### src/hdl/act_consts.svh
`ifndef ACT_CONSTS_SVH
`define ACT_CONSTS_SVH

// ==========================================================================
// Register map
`define ACT_ADDR_W 4
`define ACT_OFS_CORE0 4'h0
`define ACT_OFS_CORE1 4'h1
`define ACT_OFS_STATL 4'h2
`define ACT_OFS_STATH 4'h3
`define ACT_OFS_IRQST 4'h4
`define ACT_OFS_IRQMSK 4'h5
`define ACT_OFS_START 4'h6
`define ACT_OFS_RESULT 4'h8

// ==========================================================================
// Field layout of the core control register
`define ACT_CTL_MASK 16'h1F7F
`define ACT_EIS_HI 12
`define ACT_EIS_LO 10
`define ACT_RES_HI 9
`define ACT_RES_LO 8
`define ACT_DIV_HI 6
`define ACT_DIV_LO 0
`define ACT_CTL_RESET 16'h0000
`define ACT_STATH_MASK 16'h001F

// ==========================================================================
// Sizes and status bits
`define ACT_NUM_CH 21
`define ACT_CH_W 5
`define ACT_IRQ_EARLY0 0
`define ACT_IRQ_EARLY1 1
`define ACT_IRQ_DONE0 2
`define ACT_IRQ_DONE1 3
`define ACT_IRQ_W 4
`define ACT_TICK_W 8
`define ACT_CNT_W 5
`endif

### src/hdl/act_pkg.sv
package act_pkg;
  typedef enum logic [2:0] {
    ACT_IDLE = 3'h1,
    ACT_CONV = 3'h2,
    ACT_STORE = 3'h4
  } act_state_t;
endpackage : act_pkg

### src/hdl/act_if.sv
`timescale 1ns/100ps
interface act_res_if;
  logic wrEn;
  logic [4:0] wrAddr;
  logic [15:0] wrData;
  logic [4:0] rdAddr;
  logic [15:0] rdData;
  modport ctrl(output wrEn, output wrAddr, output wrData, output rdAddr, input rdData);
  modport mem(input wrEn, input wrAddr, input wrData, input rdAddr, output rdData);
endinterface : act_res_if

### src/hdl/act_core_ctrl.sv
`timescale 1ns/100ps
`include "act_consts.svh"
module act_core_ctrl (
  input wire logic mclk,
  input wire logic rst_b,
  input wire logic [3:0] regAddr,
  input wire logic [15:0] regWdata,
  input wire logic regWr,
  input wire logic regRd,
  output logic [15:0] regRdata,
  input wire logic [1:0] sampleValid,
  input wire logic [4:0] sampleCh0,
  input wire logic [4:0] sampleCh1,
  input wire logic [11:0] sampleData0,
  input wire logic [11:0] sampleData1,
  output logic [1:0] coreClkEn,
  output logic [1:0] earlyFlag,
  output logic irq
);
  act_res_if resBus();
  act_result_mem uMem(.mclk(mclk), .bus(resBus));

  // ========================================================================
  // Helpers
  function automatic logic [11:0] fit_result(input logic [11:0] raw, input logic [1:0] res);
    logic [11:0] v;
    v = 12'h000;
    case (res)
      2'h3: v = raw;
      2'h2: v = {2'h0, raw[11:2]};
      2'h1: v = {4'h0, raw[11:4]};
      default: v = {6'h0, raw[11:6]};
    endcase
    return v;
  endfunction : fit_result

  function automatic logic [4:0] conv_periods(input logic [1:0] res);
    logic [4:0] n;
    n = 5'h00;
    case (res)
      2'h3: n = 5'h0C;
      2'h2: n = 5'h0A;
      2'h1: n = 5'h08;
      default: n = 5'h06;
    endcase
    return n;
  endfunction : conv_periods

  // ========================================================================
  // Registers
  logic [15:0] ctl_reg [2];
  logic [20:0] ready_reg;
  logic [3:0] irqSt_reg;
  logic [3:0] irqMsk_reg;
  logic [1:0] start_reg;
  logic [20:0] rdClear;
  logic [3:0] irqSet;
  logic rdPend_reg;
  logic [15:0] rdMux_reg;
  logic [4:0] rdAddrLoad;
  logic isResult;

  // Only the one result offset opens the buffer window; the indices above it stay unmapped.
  assign isResult = (regAddr == `ACT_OFS_RESULT);
  assign rdAddrLoad = 5'(regWdata[4:0]);

  always_ff @(posedge mclk or negedge rst_b) begin
    if (!rst_b) begin
      ctl_reg[0] <= `ACT_CTL_RESET;
      ctl_reg[1] <= `ACT_CTL_RESET;
    end else if (regWr && regAddr == `ACT_OFS_CORE0) begin
      ctl_reg[0] <= regWdata & `ACT_CTL_MASK;
    end else if (regWr && regAddr == `ACT_OFS_CORE1) begin
      ctl_reg[1] <= regWdata & `ACT_CTL_MASK;
    end
  end

  always_ff @(posedge mclk or negedge rst_b) begin
    if (!rst_b) begin
      irqMsk_reg <= 4'h0;
    end else if (regWr && regAddr == `ACT_OFS_IRQMSK) begin
      irqMsk_reg <= regWdata[3:0];
    end
  end

  // A write of a one to bit k of the start register begins a conversion on core k.
  always_ff @(posedge mclk or negedge rst_b) begin
    if (!rst_b) begin
      start_reg <= 2'h0;
    end else begin
      start_reg <= (regWr && regAddr == `ACT_OFS_START) ? regWdata[1:0] : 2'h0;
    end
  end

  // ========================================================================
  // Result reads: a write of a channel number to the result offset selects the buffer.
  // A later read of that offset returns the selected buffer and clears its ready flag.
  logic [4:0] selCh_reg;
  always_ff @(posedge mclk or negedge rst_b) begin
    if (!rst_b) begin
      selCh_reg <= 5'h00;
    end else if (regWr && isResult) begin
      selCh_reg <= rdAddrLoad;
    end
  end

  // ========================================================================
  // Per core timing
  logic [1:0] storeReq;
  logic [11:0] storeData [2];
  logic [4:0] storeCh [2];

  genvar g;
  generate
    for (g = 0; g < 2; g++) begin : gCore
      act_pkg::act_state_t state_reg;
      logic [7:0] tick_reg;
      logic [4:0] left_reg;
      logic [7:0] divLim;
      logic [2:0] eis;
      logic [1:0] res;

      assign eis = ctl_reg[g][`ACT_EIS_HI:`ACT_EIS_LO];
      assign res = ctl_reg[g][`ACT_RES_HI:`ACT_RES_LO];
      // Divider codes 0 and 1 both give two source clocks.
      assign divLim = (ctl_reg[g][`ACT_DIV_HI:`ACT_DIV_LO] < 7'h02) ? 8'h02
          : {ctl_reg[g][`ACT_DIV_HI:`ACT_DIV_LO], 1'b0};

      always_ff @(posedge mclk or negedge rst_b) begin
        if (!rst_b) begin
          tick_reg <= 8'h00;
        end else if (tick_reg >= divLim - 8'h01) begin
          tick_reg <= 8'h00;
        end else begin
          tick_reg <= tick_reg + 8'h01;
        end
      end
      assign coreClkEn[g] = (tick_reg >= divLim - 8'h01);

      always_ff @(posedge mclk or negedge rst_b) begin
        if (!rst_b) begin
          state_reg <= act_pkg::ACT_IDLE;
          left_reg <= 5'h00;
          storeData[g] <= 12'h000;
          storeCh[g] <= 5'h00;
        end else begin
          case (state_reg)
            act_pkg::ACT_IDLE: begin
              if (start_reg[g]) begin
                left_reg <= conv_periods(res);
                state_reg <= act_pkg::ACT_CONV;
              end
            end
            act_pkg::ACT_CONV: begin
              if (sampleValid[g]) begin
                storeData[g] <= fit_result(g == 0 ? sampleData0 : sampleData1, res);
                storeCh[g] <= g == 0 ? sampleCh0 : sampleCh1;
              end
              if (coreClkEn[g]) begin
                left_reg <= left_reg - 5'h01;
                if (left_reg == 5'h01) begin
                  state_reg <= act_pkg::ACT_STORE;
                end
              end
            end
            act_pkg::ACT_STORE: begin
              state_reg <= act_pkg::ACT_IDLE;
            end
            default: begin
              state_reg <= act_pkg::ACT_IDLE;
            end
          endcase
        end
      end

      // Early flag: n+1 core periods before the data land in the buffer.
      assign earlyFlag[g] = (state_reg == act_pkg::ACT_CONV) && coreClkEn[g]
          && (left_reg == 5'({2'h0, eis}) + 5'h02);
      assign storeReq[g] = (state_reg == act_pkg::ACT_STORE);
    end
  endgenerate

  // Core 0 wins the buffer write when both finish at once; core 1 is retried a cycle later.
  logic pend1_reg;
  always_ff @(posedge mclk or negedge rst_b) begin
    if (!rst_b) begin
      pend1_reg <= 1'b0;
    end else begin
      pend1_reg <= storeReq[0] && (storeReq[1] || pend1_reg) ? 1'b1 : 1'b0;
    end
  end
  logic [1:0] doStore;
  assign doStore[0] = storeReq[0];
  assign doStore[1] = !storeReq[0] && (storeReq[1] || pend1_reg);

  assign resBus.wrEn = |doStore;
  assign resBus.wrAddr = doStore[0] ? storeCh[0] : storeCh[1];
  assign resBus.wrData = {4'h0, doStore[0] ? storeData[0] : storeData[1]};
  assign resBus.rdAddr = selCh_reg;

  // ========================================================================
  // Ready flags
  always_comb begin
    rdClear = '0;
    if (regRd && isResult && selCh_reg < 5'(`ACT_NUM_CH)) begin
      rdClear[selCh_reg] = 1'b1;
    end
  end

  always_ff @(posedge mclk or negedge rst_b) begin
    if (!rst_b) begin
      ready_reg <= '0;
    end else begin
      for (int i = 0; i < `ACT_NUM_CH; i++) begin
        // A store in the same cycle as the clearing read keeps the flag set.
        if (resBus.wrEn && resBus.wrAddr == 5'(i)) begin
          ready_reg[i] <= 1'b1;
        end else if (rdClear[i]) begin
          ready_reg[i] <= 1'b0;
        end
      end
    end
  end

  // ========================================================================
  // Interrupts
  assign irqSet = {doStore, earlyFlag};

  always_ff @(posedge mclk or negedge rst_b) begin
    if (!rst_b) begin
      irqSt_reg <= 4'h0;
    end else begin
      irqSt_reg <= irqSet | (irqSt_reg & ~((regWr && regAddr == `ACT_OFS_IRQST) ?
          regWdata[3:0] : 4'h0));
    end
  end
  assign irq = |(irqSt_reg & irqMsk_reg);

  // ========================================================================
  // Read port
  always_ff @(posedge mclk or negedge rst_b) begin
    if (!rst_b) begin
      rdPend_reg <= 1'b0;
      rdMux_reg <= 16'h0000;
    end else begin
      rdPend_reg <= regRd && isResult;
      case (regAddr)
        `ACT_OFS_CORE0: rdMux_reg <= ctl_reg[0];
        `ACT_OFS_CORE1: rdMux_reg <= ctl_reg[1];
        `ACT_OFS_STATL: rdMux_reg <= ready_reg[15:0];
        `ACT_OFS_STATH: rdMux_reg <= {11'h000, ready_reg[20:16]};
        `ACT_OFS_IRQST: rdMux_reg <= {12'h000, irqSt_reg};
        `ACT_OFS_IRQMSK: rdMux_reg <= {12'h000, irqMsk_reg};
        default: rdMux_reg <= 16'h0000;
      endcase
    end
  end
  assign regRdata = rdPend_reg ? resBus.rdData : rdMux_reg;

  // ========================================================================
  // Checks
  // Counting core ticks from the flag to the store checks the lead without reusing the
  // compare that raises the flag.
  logic [3:0] leadCnt_reg;
  logic leadArm_reg;
  always_ff @(posedge mclk or negedge rst_b) begin
    if (!rst_b) begin
      leadCnt_reg <= 4'h0;
      leadArm_reg <= 1'b0;
    end else if (earlyFlag[0]) begin
      leadCnt_reg <= 4'h0;
      leadArm_reg <= 1'b1;
    end else if (storeReq[0]) begin
      leadArm_reg <= 1'b0;
    end else if (coreClkEn[0] && leadArm_reg) begin
      leadCnt_reg <= leadCnt_reg + 4'h1;
    end
  end

  property p_early_lead;
    @(posedge mclk) disable iff (!rst_b)
    (storeReq[0] && leadArm_reg) |-> leadCnt_reg == {1'b0, gCore[0].eis} + 4'h1;
  endproperty
  a_early_lead: assert property (p_early_lead) else $error("early flag at wrong lead");

  property p_div_min;
    @(posedge mclk) disable iff (!rst_b)
    coreClkEn[0] |=> !coreClkEn[0];
  endproperty
  a_div_min: assert property (p_div_min) else $error("core clock faster than two");

  property p_ctl_unused;
    @(posedge mclk) disable iff (!rst_b)
    (ctl_reg[0] & ~`ACT_CTL_MASK) == 16'h0000 && (ctl_reg[1] & ~`ACT_CTL_MASK) == 16'h0000;
  endproperty
  a_ctl_unused: assert property (p_ctl_unused) else $error("unused control bit set");

  property p_ready_set;
    @(posedge mclk) disable iff (!rst_b)
    resBus.wrEn |=> ready_reg[$past(resBus.wrAddr)];
  endproperty
  a_ready_set: assert property (p_ready_set) else $error("ready flag not set");

  property p_ready_clear;
    @(posedge mclk) disable iff (!rst_b)
    (rdClear[3] && !(resBus.wrEn && resBus.wrAddr == 5'h03)) |=> !ready_reg[3];
  endproperty
  a_ready_clear: assert property (p_ready_clear) else $error("ready flag not cleared");

  property p_stath_zero;
    @(posedge mclk) disable iff (!rst_b)
    (regRd && regAddr == `ACT_OFS_STATH) |=> (regRdata & ~`ACT_STATH_MASK) == 16'h0000;
  endproperty
  a_stath_zero: assert property (p_stath_zero) else $error("status high upper bits set");

  property p_statl_map;
    @(posedge mclk) disable iff (!rst_b)
    (regRd && regAddr == `ACT_OFS_STATL) |=> regRdata == $past(ready_reg[15:0]);
  endproperty
  a_statl_map: assert property (p_statl_map) else $error("status low mismatch");

  property p_irq_level;
    @(posedge mclk) disable iff (!rst_b)
    earlyFlag[1] && irqMsk_reg[1] |=> irq;
  endproperty
  a_irq_level: assert property (p_irq_level) else $error("interrupt not raised");

  c_early: cover property (@(posedge mclk) disable iff (!rst_b) earlyFlag[0]);
  c_store: cover property (@(posedge mclk) disable iff (!rst_b) resBus.wrEn);
  c_clear: cover property (@(posedge mclk) disable iff (!rst_b) |rdClear);
endmodule : act_core_ctrl

### src/hdl/act_result_mem.sv
`timescale 1ns/100ps
module act_result_mem (
  input wire logic mclk,
  act_res_if.mem bus
);
  logic [15:0] store [0:20];

  // Result buffers, one per analog input; read data come from a register.
  always_ff @(posedge mclk) begin
    if (bus.wrEn) begin
      store[bus.wrAddr] <= bus.wrData;
    end
  end

  always_ff @(posedge mclk) begin
    bus.rdData <= store[bus.rdAddr];
  end
endmodule : act_result_mem

### config.mk
export PLATFORM = sky130hd
export DESIGN_NAME = act_core_ctrl
export DESIGN_NICKNAME = d
export VERILOG_FILES = /design/src/hdl/act_pkg.sv /design/src/hdl/act_if.sv /design/src/hdl/act_core_ctrl.sv /design/src/hdl/act_result_mem.sv
export VERILOG_INCLUDE_DIRS = /design/src /design/src/hdl
export SDC_FILE = /design/constraint.sdc
export NUM_CORES = 1
export LEC_CHECK = 0
export BUFFER_PORTS_ARGS = -buffer_cell sky130_fd_sc_hd__buf_2
export CORE_MARGIN = 4
export CORE_UTILIZATION = 23
export CTS_BUF_LIST = sky130_fd_sc_hd__clkbuf_4 sky130_fd_sc_hd__clkbuf_8 sky130_fd_sc_hd__clkbuf_16
export DETAILED_ROUTE_END_ITERATION = 8
export SLEW_MARGIN = 20
export SYNTH_ARGS = -nofsm -noshare
export SYNTH_HDL_FRONTEND = slang
export SYNTH_SLANG_ARGS = --single-unit
### constraint.sdc
create_clock -name mclk -period 4 [get_ports mclk]
set_input_delay 1.2 -clock mclk [delete_from_list [all_inputs] [get_ports mclk]]
set_output_delay 1.2 -clock mclk [all_outputs]
set_load 0.01 [all_outputs]
; After elaboration in Yosys (flattened, before gate mapping)
; Memories as Yosys holds them, arrays and structs flattened. A register that Yosys moved wholly into a read port is not among the register bits.
; Cells that the tools add are included.
[word_totals]
register_bits = 160
mem_bits_rw = 252
output_inout_bits = 21
memories = 1
[mem_list]
columns = name, depth, width, read_ports, rd_ports_with_merged_regs, wr, line_no
row1 = uMem.store, 21, 12, 1, 1, 1, act_result_mem.sv:6  ; logic [15:0] store [0:20];
[classes]
addsub = 8
magnitude_cmp = 7
eq_ne = 49
n_mux = 76
n_bitwise = 5
n_reduce_logical = 72
[ops]
columns = op, count
row1 = 16-bit case mux with 6 select lines, 1
row2 = 12-bit case mux with 3 select lines, 2
row3 = 1-bit two-way mux, 46
row4 = 2-bit nonzero test, 23
row5 = "5-bit by 4-bit equality test with 1-bit output, second input constant", 8
row6 = 1-bit logical AND, 36
row7 = 8-bit two-way mux, 4
row8 = "5-bit equality test, second input constant", 5
row9 = 5-bit two-way mux, 5
row10 = 4-bit case mux with 3 select lines, 2
row11 = 21-bit two-way mux, 1
row12 = "5-bit by 3-bit equality test with 1-bit output, second input constant", 4
row13 = 5-bit case mux with 2 select lines, 2
row14 = 3-bit two-way mux, 6
row15 = "8-bit by 1-bit adder with 8-bit output, second input constant", 2
row16 = 8-bit greater-or-equal comparator, 2
row17 = 16-bit two-way mux, 1
row18 = "8-bit by 1-bit subtractor with 8-bit output, second input constant", 2
row19 = "5-bit by 1-bit equality test with 1-bit output, second input constant", 3
row20 = "7-bit by 2-bit < comparator with 1-bit output, second input constant", 2
row21 = "4-bit by 3-bit equality test with 1-bit output, second input constant", 3
row22 = 12-bit two-way mux, 1
row23 = "2-bit != test, second input constant", 6
row24 = 3-bit case mux with 2 select lines, 2
row25 = other kinds (30), 48

; Depth between registers and ports, before layout
[depth]
ltp_word = 7
mapped_depth = 14
ltp_nobuf = 13

; Modules after synthesis
; Synthesis repeated with hierarchy kept, for this count alone.
[unflattened]
hier_cells = 1518
area_unflattened_um2 = 21314.2
[modules_own_cells]
columns = mod, n_inst, cells_each, area_each_um2
row1 = act_result_mem, 1, 737, 13509.2
row2 = act_core_ctrl, 1, 781, 7805.0

; Worst setup path before layout
; No wires, ideal clock.
[synth_path]
kind = flip-flop to output port
startpoint = register ctl_reg[5] (netlist name)
endpoint = output port coreClkEn[1]
t_arrival_ns = 2.716
path_slack_ns = 0.084
stages_incl_launch_ff = 12
path_cell_list = dfrtp_1 > nor4_1 > a21o_1 > inv_1 > ha_1 > xnor2_1 > ha_1 > a21oi_1 > o21ai_0 > a211oi_1 > inv_1 > clkbuf_1
[synth_via]
elab_chain_cells = 4
[synth_rtl]
columns = item, line_no
row1 = start: declaration, act_core_ctrl.sv:51  ; logic [15:0] ctl_reg [2];
row2 = 7-bit by 2-bit < comparator with 1-bit output, act_core_ctrl.sv:126  ; assign divLim = (ctl_reg[g][`ACT_DIV_HI:`ACT_DIV_LO] < 7'h02) ? 8'h02
row3 = 8-bit two-way mux *, act_core_ctrl.sv:126
row4 = 8-bit by 1-bit subtractor with 8-bit output *, act_core_ctrl.sv:138  ; assign coreClkEn[g] = (tick_reg >= divLim - 8'h01);
row5 = 8-bit greater-or-equal comparator *, act_core_ctrl.sv:138
row6 = end: declaration, act_core_ctrl.sv:16  ; output logic [1:0] coreClkEn,
; Mark *: on every way between the ends. The rest lies on a longest branch, timed or not.

; Worst setup path after layout
[layout_path]
startpoint = register ctl_reg[21] (netlist name)
endpoint = output port earlyFlag[0]
[layout_via]
elab_chain_cells = 6
[layout_rtl]
columns = item, line_no
row1 = 7-bit by 2-bit < comparator with 1-bit output, act_core_ctrl.sv:126
row2 = 8-bit two-way mux *, act_core_ctrl.sv:126
row3 = 8-bit by 1-bit subtractor with 8-bit output *, act_core_ctrl.sv:138
row4 = 8-bit greater-or-equal comparator *, act_core_ctrl.sv:138
row5 = 1-bit logical AND *, act_core_ctrl.sv:177  ; assign earlyFlag[g] = (state_reg == act_pkg::ACT_CONV) && coreClkEn[g]
row6 = 1-bit logical AND *, act_core_ctrl.sv:178  ; && (left_reg == 5'({2'h0, eis}) + 5'h02);
row7 = end: declaration, act_core_ctrl.sv:17  ; output logic [1:0] earlyFlag,
; Marks and branches as above.

==> flow_summary.toml <==
[timing]
max_slew.worst_pin.slew_ns = 0.975
clock_skew_ns = 0.0236
relSlewSlack_pct = 34.9
rsz0062_at_grt = "yes"
hold_viol = 0
period_needed_ns = 4.23
fmax_mhz = 237
setup_viol = 4
finalCritPeriodShare_pct = 106
fin_ws_ns = -0.227
finalSetupTns_ns = -0.771
final_max_slew_viol_count = 0

[floorplan]
dieArea_um2 = 81000
coreArea_um2 = 75900
die_w_um = 285
initial_utilization_pct = 23.2
rows = 101
die_h_um = 285
ios = 81

[routing]
drt-total-wl_um = 44100
drt_iter0_drc = 983
drc = 0
ant_nets = 0
vias_per_cell = 4.53
wl_per_cell_um = 18.9
vias = 10584
drt-pass1-iter-count = 6

[setup_path]
slowest_stage = "dfrtp_1"
worstSetupStartpointType = "register"
critPathMaxStageDelay_ns = 0.39
worst-setup-path-type = "reg2out"
endpoint_kind = "output pin"
cp.arrival_ns = 3.03
critPathRequiredTime_ns = 2.80
path_cells = "nor4_2 > a21o_1 > inv_2 > ha_4 > xnor2_2 > ha_1 > a21oi_1 > o21ai_1 > a211o_1 > and3_4 > buf_6"
critical_path.max_fanout = 3

[placement]
dp_hpwl_um = 31000
gp_congestion = 0.818
io_buffers = 76
dp_slack_ns = 0.0921
dp.cells = 2250

[grt]
grt_max_degree = 63
antenna_found_initial = 3
grtUsageTotal_pct = 10.7
grt_overflow = 0
grt_pass1_vias = 10618
grt_pass1_wl_um = 67600

[power]
total_power_uw = 10700
p_per_area_nw_per_um2 = 509
p_leak_uw = 0.00704
internal-power_uw = 7820
p_seq_share_pct = 46.4
comb_power_share_pct = 16.6
power_switching_share_pct = 26.8
clockPowerShare_pct = 37.0
p_switching_uw = 2860
ir_drop_mv = 0.341

[synthesis]
synthesis.instances = 1159
synth_xor_area_share_pct = 1.49
synth_area_leaders = "edfxtp_1, dfrtp_1, mux4_2"
yosysWarnings = 0
yosysTopAreaCellShare_pct = 43.0
synth-edff-count = 252
yosys.area_share.simple_pct = 6.98
ys_seq_area_share_pct = 64.8
synthDistinctLibCells = 58
syn-cell-area_um2 = 17600
synth_top_family_by_area = "multiplexers"
ys.flop_type = "edfxtp_1"
synth_mux_area_share_pct = 15.3
synth_top_area_cell = "edfxtp_1"
synth-compound-area-share_pct = 6.92
synth-seq-cells = 408
syn-num-nets = 1251
synthAdderAreaFrac_pct = 2.27
syn_avg_cell_area_um2 = 15.2
ys_async_sr_fraction_pct = 35.3

[cts]
cts_tree = "done"
clockBufferDepth = 3
clock-sinks = 408
cts_root_buf = "clkbuf_16"
cts-htree-levels = 2
cts_buffers = 41
clkLatencyLatePin_ns = 0.56
path_clk_slew_ns = 0.06

[final_layout]
fin_util_pct = 27.6
drive_above_1_share_pct = 29.0
stdcell_count = 2336
largest_reg_flops = 252
nets = 1362
syn_to_final_growth_pct = 19.1

[run_status]
status = "finished with violations"
violations = "negative setup slack"

[run]
drv_cap = 0

[hold_path]
worstHoldPathType = "reg2reg"
-- cell usage in the layout (no fill, tap or decap), drive strengths merged, types with 4 or more instances in the layout --
| cell type | count |
|---|---|
| mux2i | 23 |
| xor2 | 18 |
| o31ai | 19 |
| a21o | 10 |
| a222oi | 25 |
| bufinv | 5 |
| mux4 | 65 |
| nor3 | 13 |
| dfxtp | 12 |
| edfxtp | 252 |
| nand3b | 6 |
| o21ai | 58 |
| buf | 134 |
| clkbuf | 53 |
| o2111ai | 4 |
| nand2b | 7 |
| or3b | 4 |
| nor3b | 5 |
| inv | 20 |
| nor4 | 4 |
| a22oi | 13 |
| dfrtp | 142 |
| nor2 | 80 |
| clkinv | 16 |
| nand3 | 23 |
| nand2 | 57 |
| mux2 | 86 |
| ha | 32 |
| and3 | 8 |
| nor2b | 10 |
| a21oi | 30 |
| xnor2 | 12 |
| and2 | 10 |
| or2 | 5 |
| nand4 | 6 |
-- layout make-up --
class,instances,area [µm²]
well taps,1030,1290
flip-flops and latches,408,11400
clock inverters,23,256
clock buffers,53,1150
repair buffers,134,853
fillers,7669,55000
multi-input cells,666,5920
inverters,19,71.3
diodes,3,7.51
-- what timing repair did --
action	4_1_cts	5_1_grt
gates cloned	0	0
setup buffers	6	1
resized for setup	21	11
hold buffers	0	0
pin swaps	11	16
setup endpoints to repair	4	4
-- path summary, 6_finish.rpt --
| kind | start | endpoint | slack, ns | depth (start not counted) |
|---|---|---|---|---|
| worst min-delay path | storeData[21] | storeData[21] | 0.48 | 2 |
| max in group asynchronous | rst_b | storeData[21] | 2.53 | 2 |
| worst max-delay path | ctl_reg[21] | earlyFlag[0] | -0.23 | 11 |
| worst min register to register | storeData[21] | storeData[21] | 0.48 | 2 |
| worst max register to register | gCore[0].state_reg[1] | uMem.store[1][10] | 0.97 | 6 |
| min in group asynchronous | rst_b | gCore[1].left_reg[0] | 0.63 | 1 |
-- worst max-delay path: cells and delay by family, from the launching register on --
kind | cells | cell delay [ns]
xor gates and xnor gates | 1 | 0.13
AOI/OAI and AO/OA | 4 | 0.76
and+or+nand+nor | 2 | 0.55
buffers and inverters | 2 | 0.18
adders and majority gates | 2 | 0.47
DFF | 1 | 0.39
-- logic make-up (layout without fill, tap and decap cells) --
kind of cell / Yosys count / count (layout)
buffers and inverters: 85 / 229
XOR/XNOR: 30 / 30
other: 0 / 3
adder cells (fa/ha/maj): 32 / 32
flip-flops: 408 / 408
AND/OR/NAND/NOR: 250 / 250
AO/OA/AOI/OAI: 180 / 180
multiplexers: 174 / 174
-- routing by layer --
| layer | vias to the layer above | routed length (µm) | global-route usage [%] | part of all wire (%) |
|---|---|---|---|---|
| met5 | - | 7 | 0 | 0.016 |
| li1 | 4710 | - | - | - |
| met3 | 65 | 2610 | 2.14 | 5.9 |
| met1 | 5469 | 20500 | 15.4 | 47 |
| met4 | 2 | 1020 | 3.17 | 2.3 |
| met2 | 338 | 19900 | 16.4 | 45 |
-- synth_stat cells, types with 23 or more instances --
library cell and count:
edfxtp_1 252, dfrtp_1 142, mux2_2 86, nor2_1 80
o21ai_0 58, mux4_2 57, nand2_1 57, clkbuf_1 41
ha_1 32, a21oi_1 30, a222oi_1 25, mux2i_1 23
nand3_1 23
-- per-stage QoR --
stage,hold WS [ns],instance area (µm²)
2_1_floorplan,0.443,17600
3_3_place_gp,0.461,19400
3_5_place_dp,0.472,19400
4_1_cts,0.485,20900
5_1_grt,0.498,21000
6_report,0.477,21000
-- power groups by stage --
stage	registers (µW)	clock network [µW]	logic, µW
finish	4960	3950	1770
global route	4990	4230	1950
CTS	4960	4040	1720
detailed placement	5040	0	1640
global placement	5030	0	1600
floorplan	4850	0	1240
No activity file was read; power rests on OpenSTA's default activity.
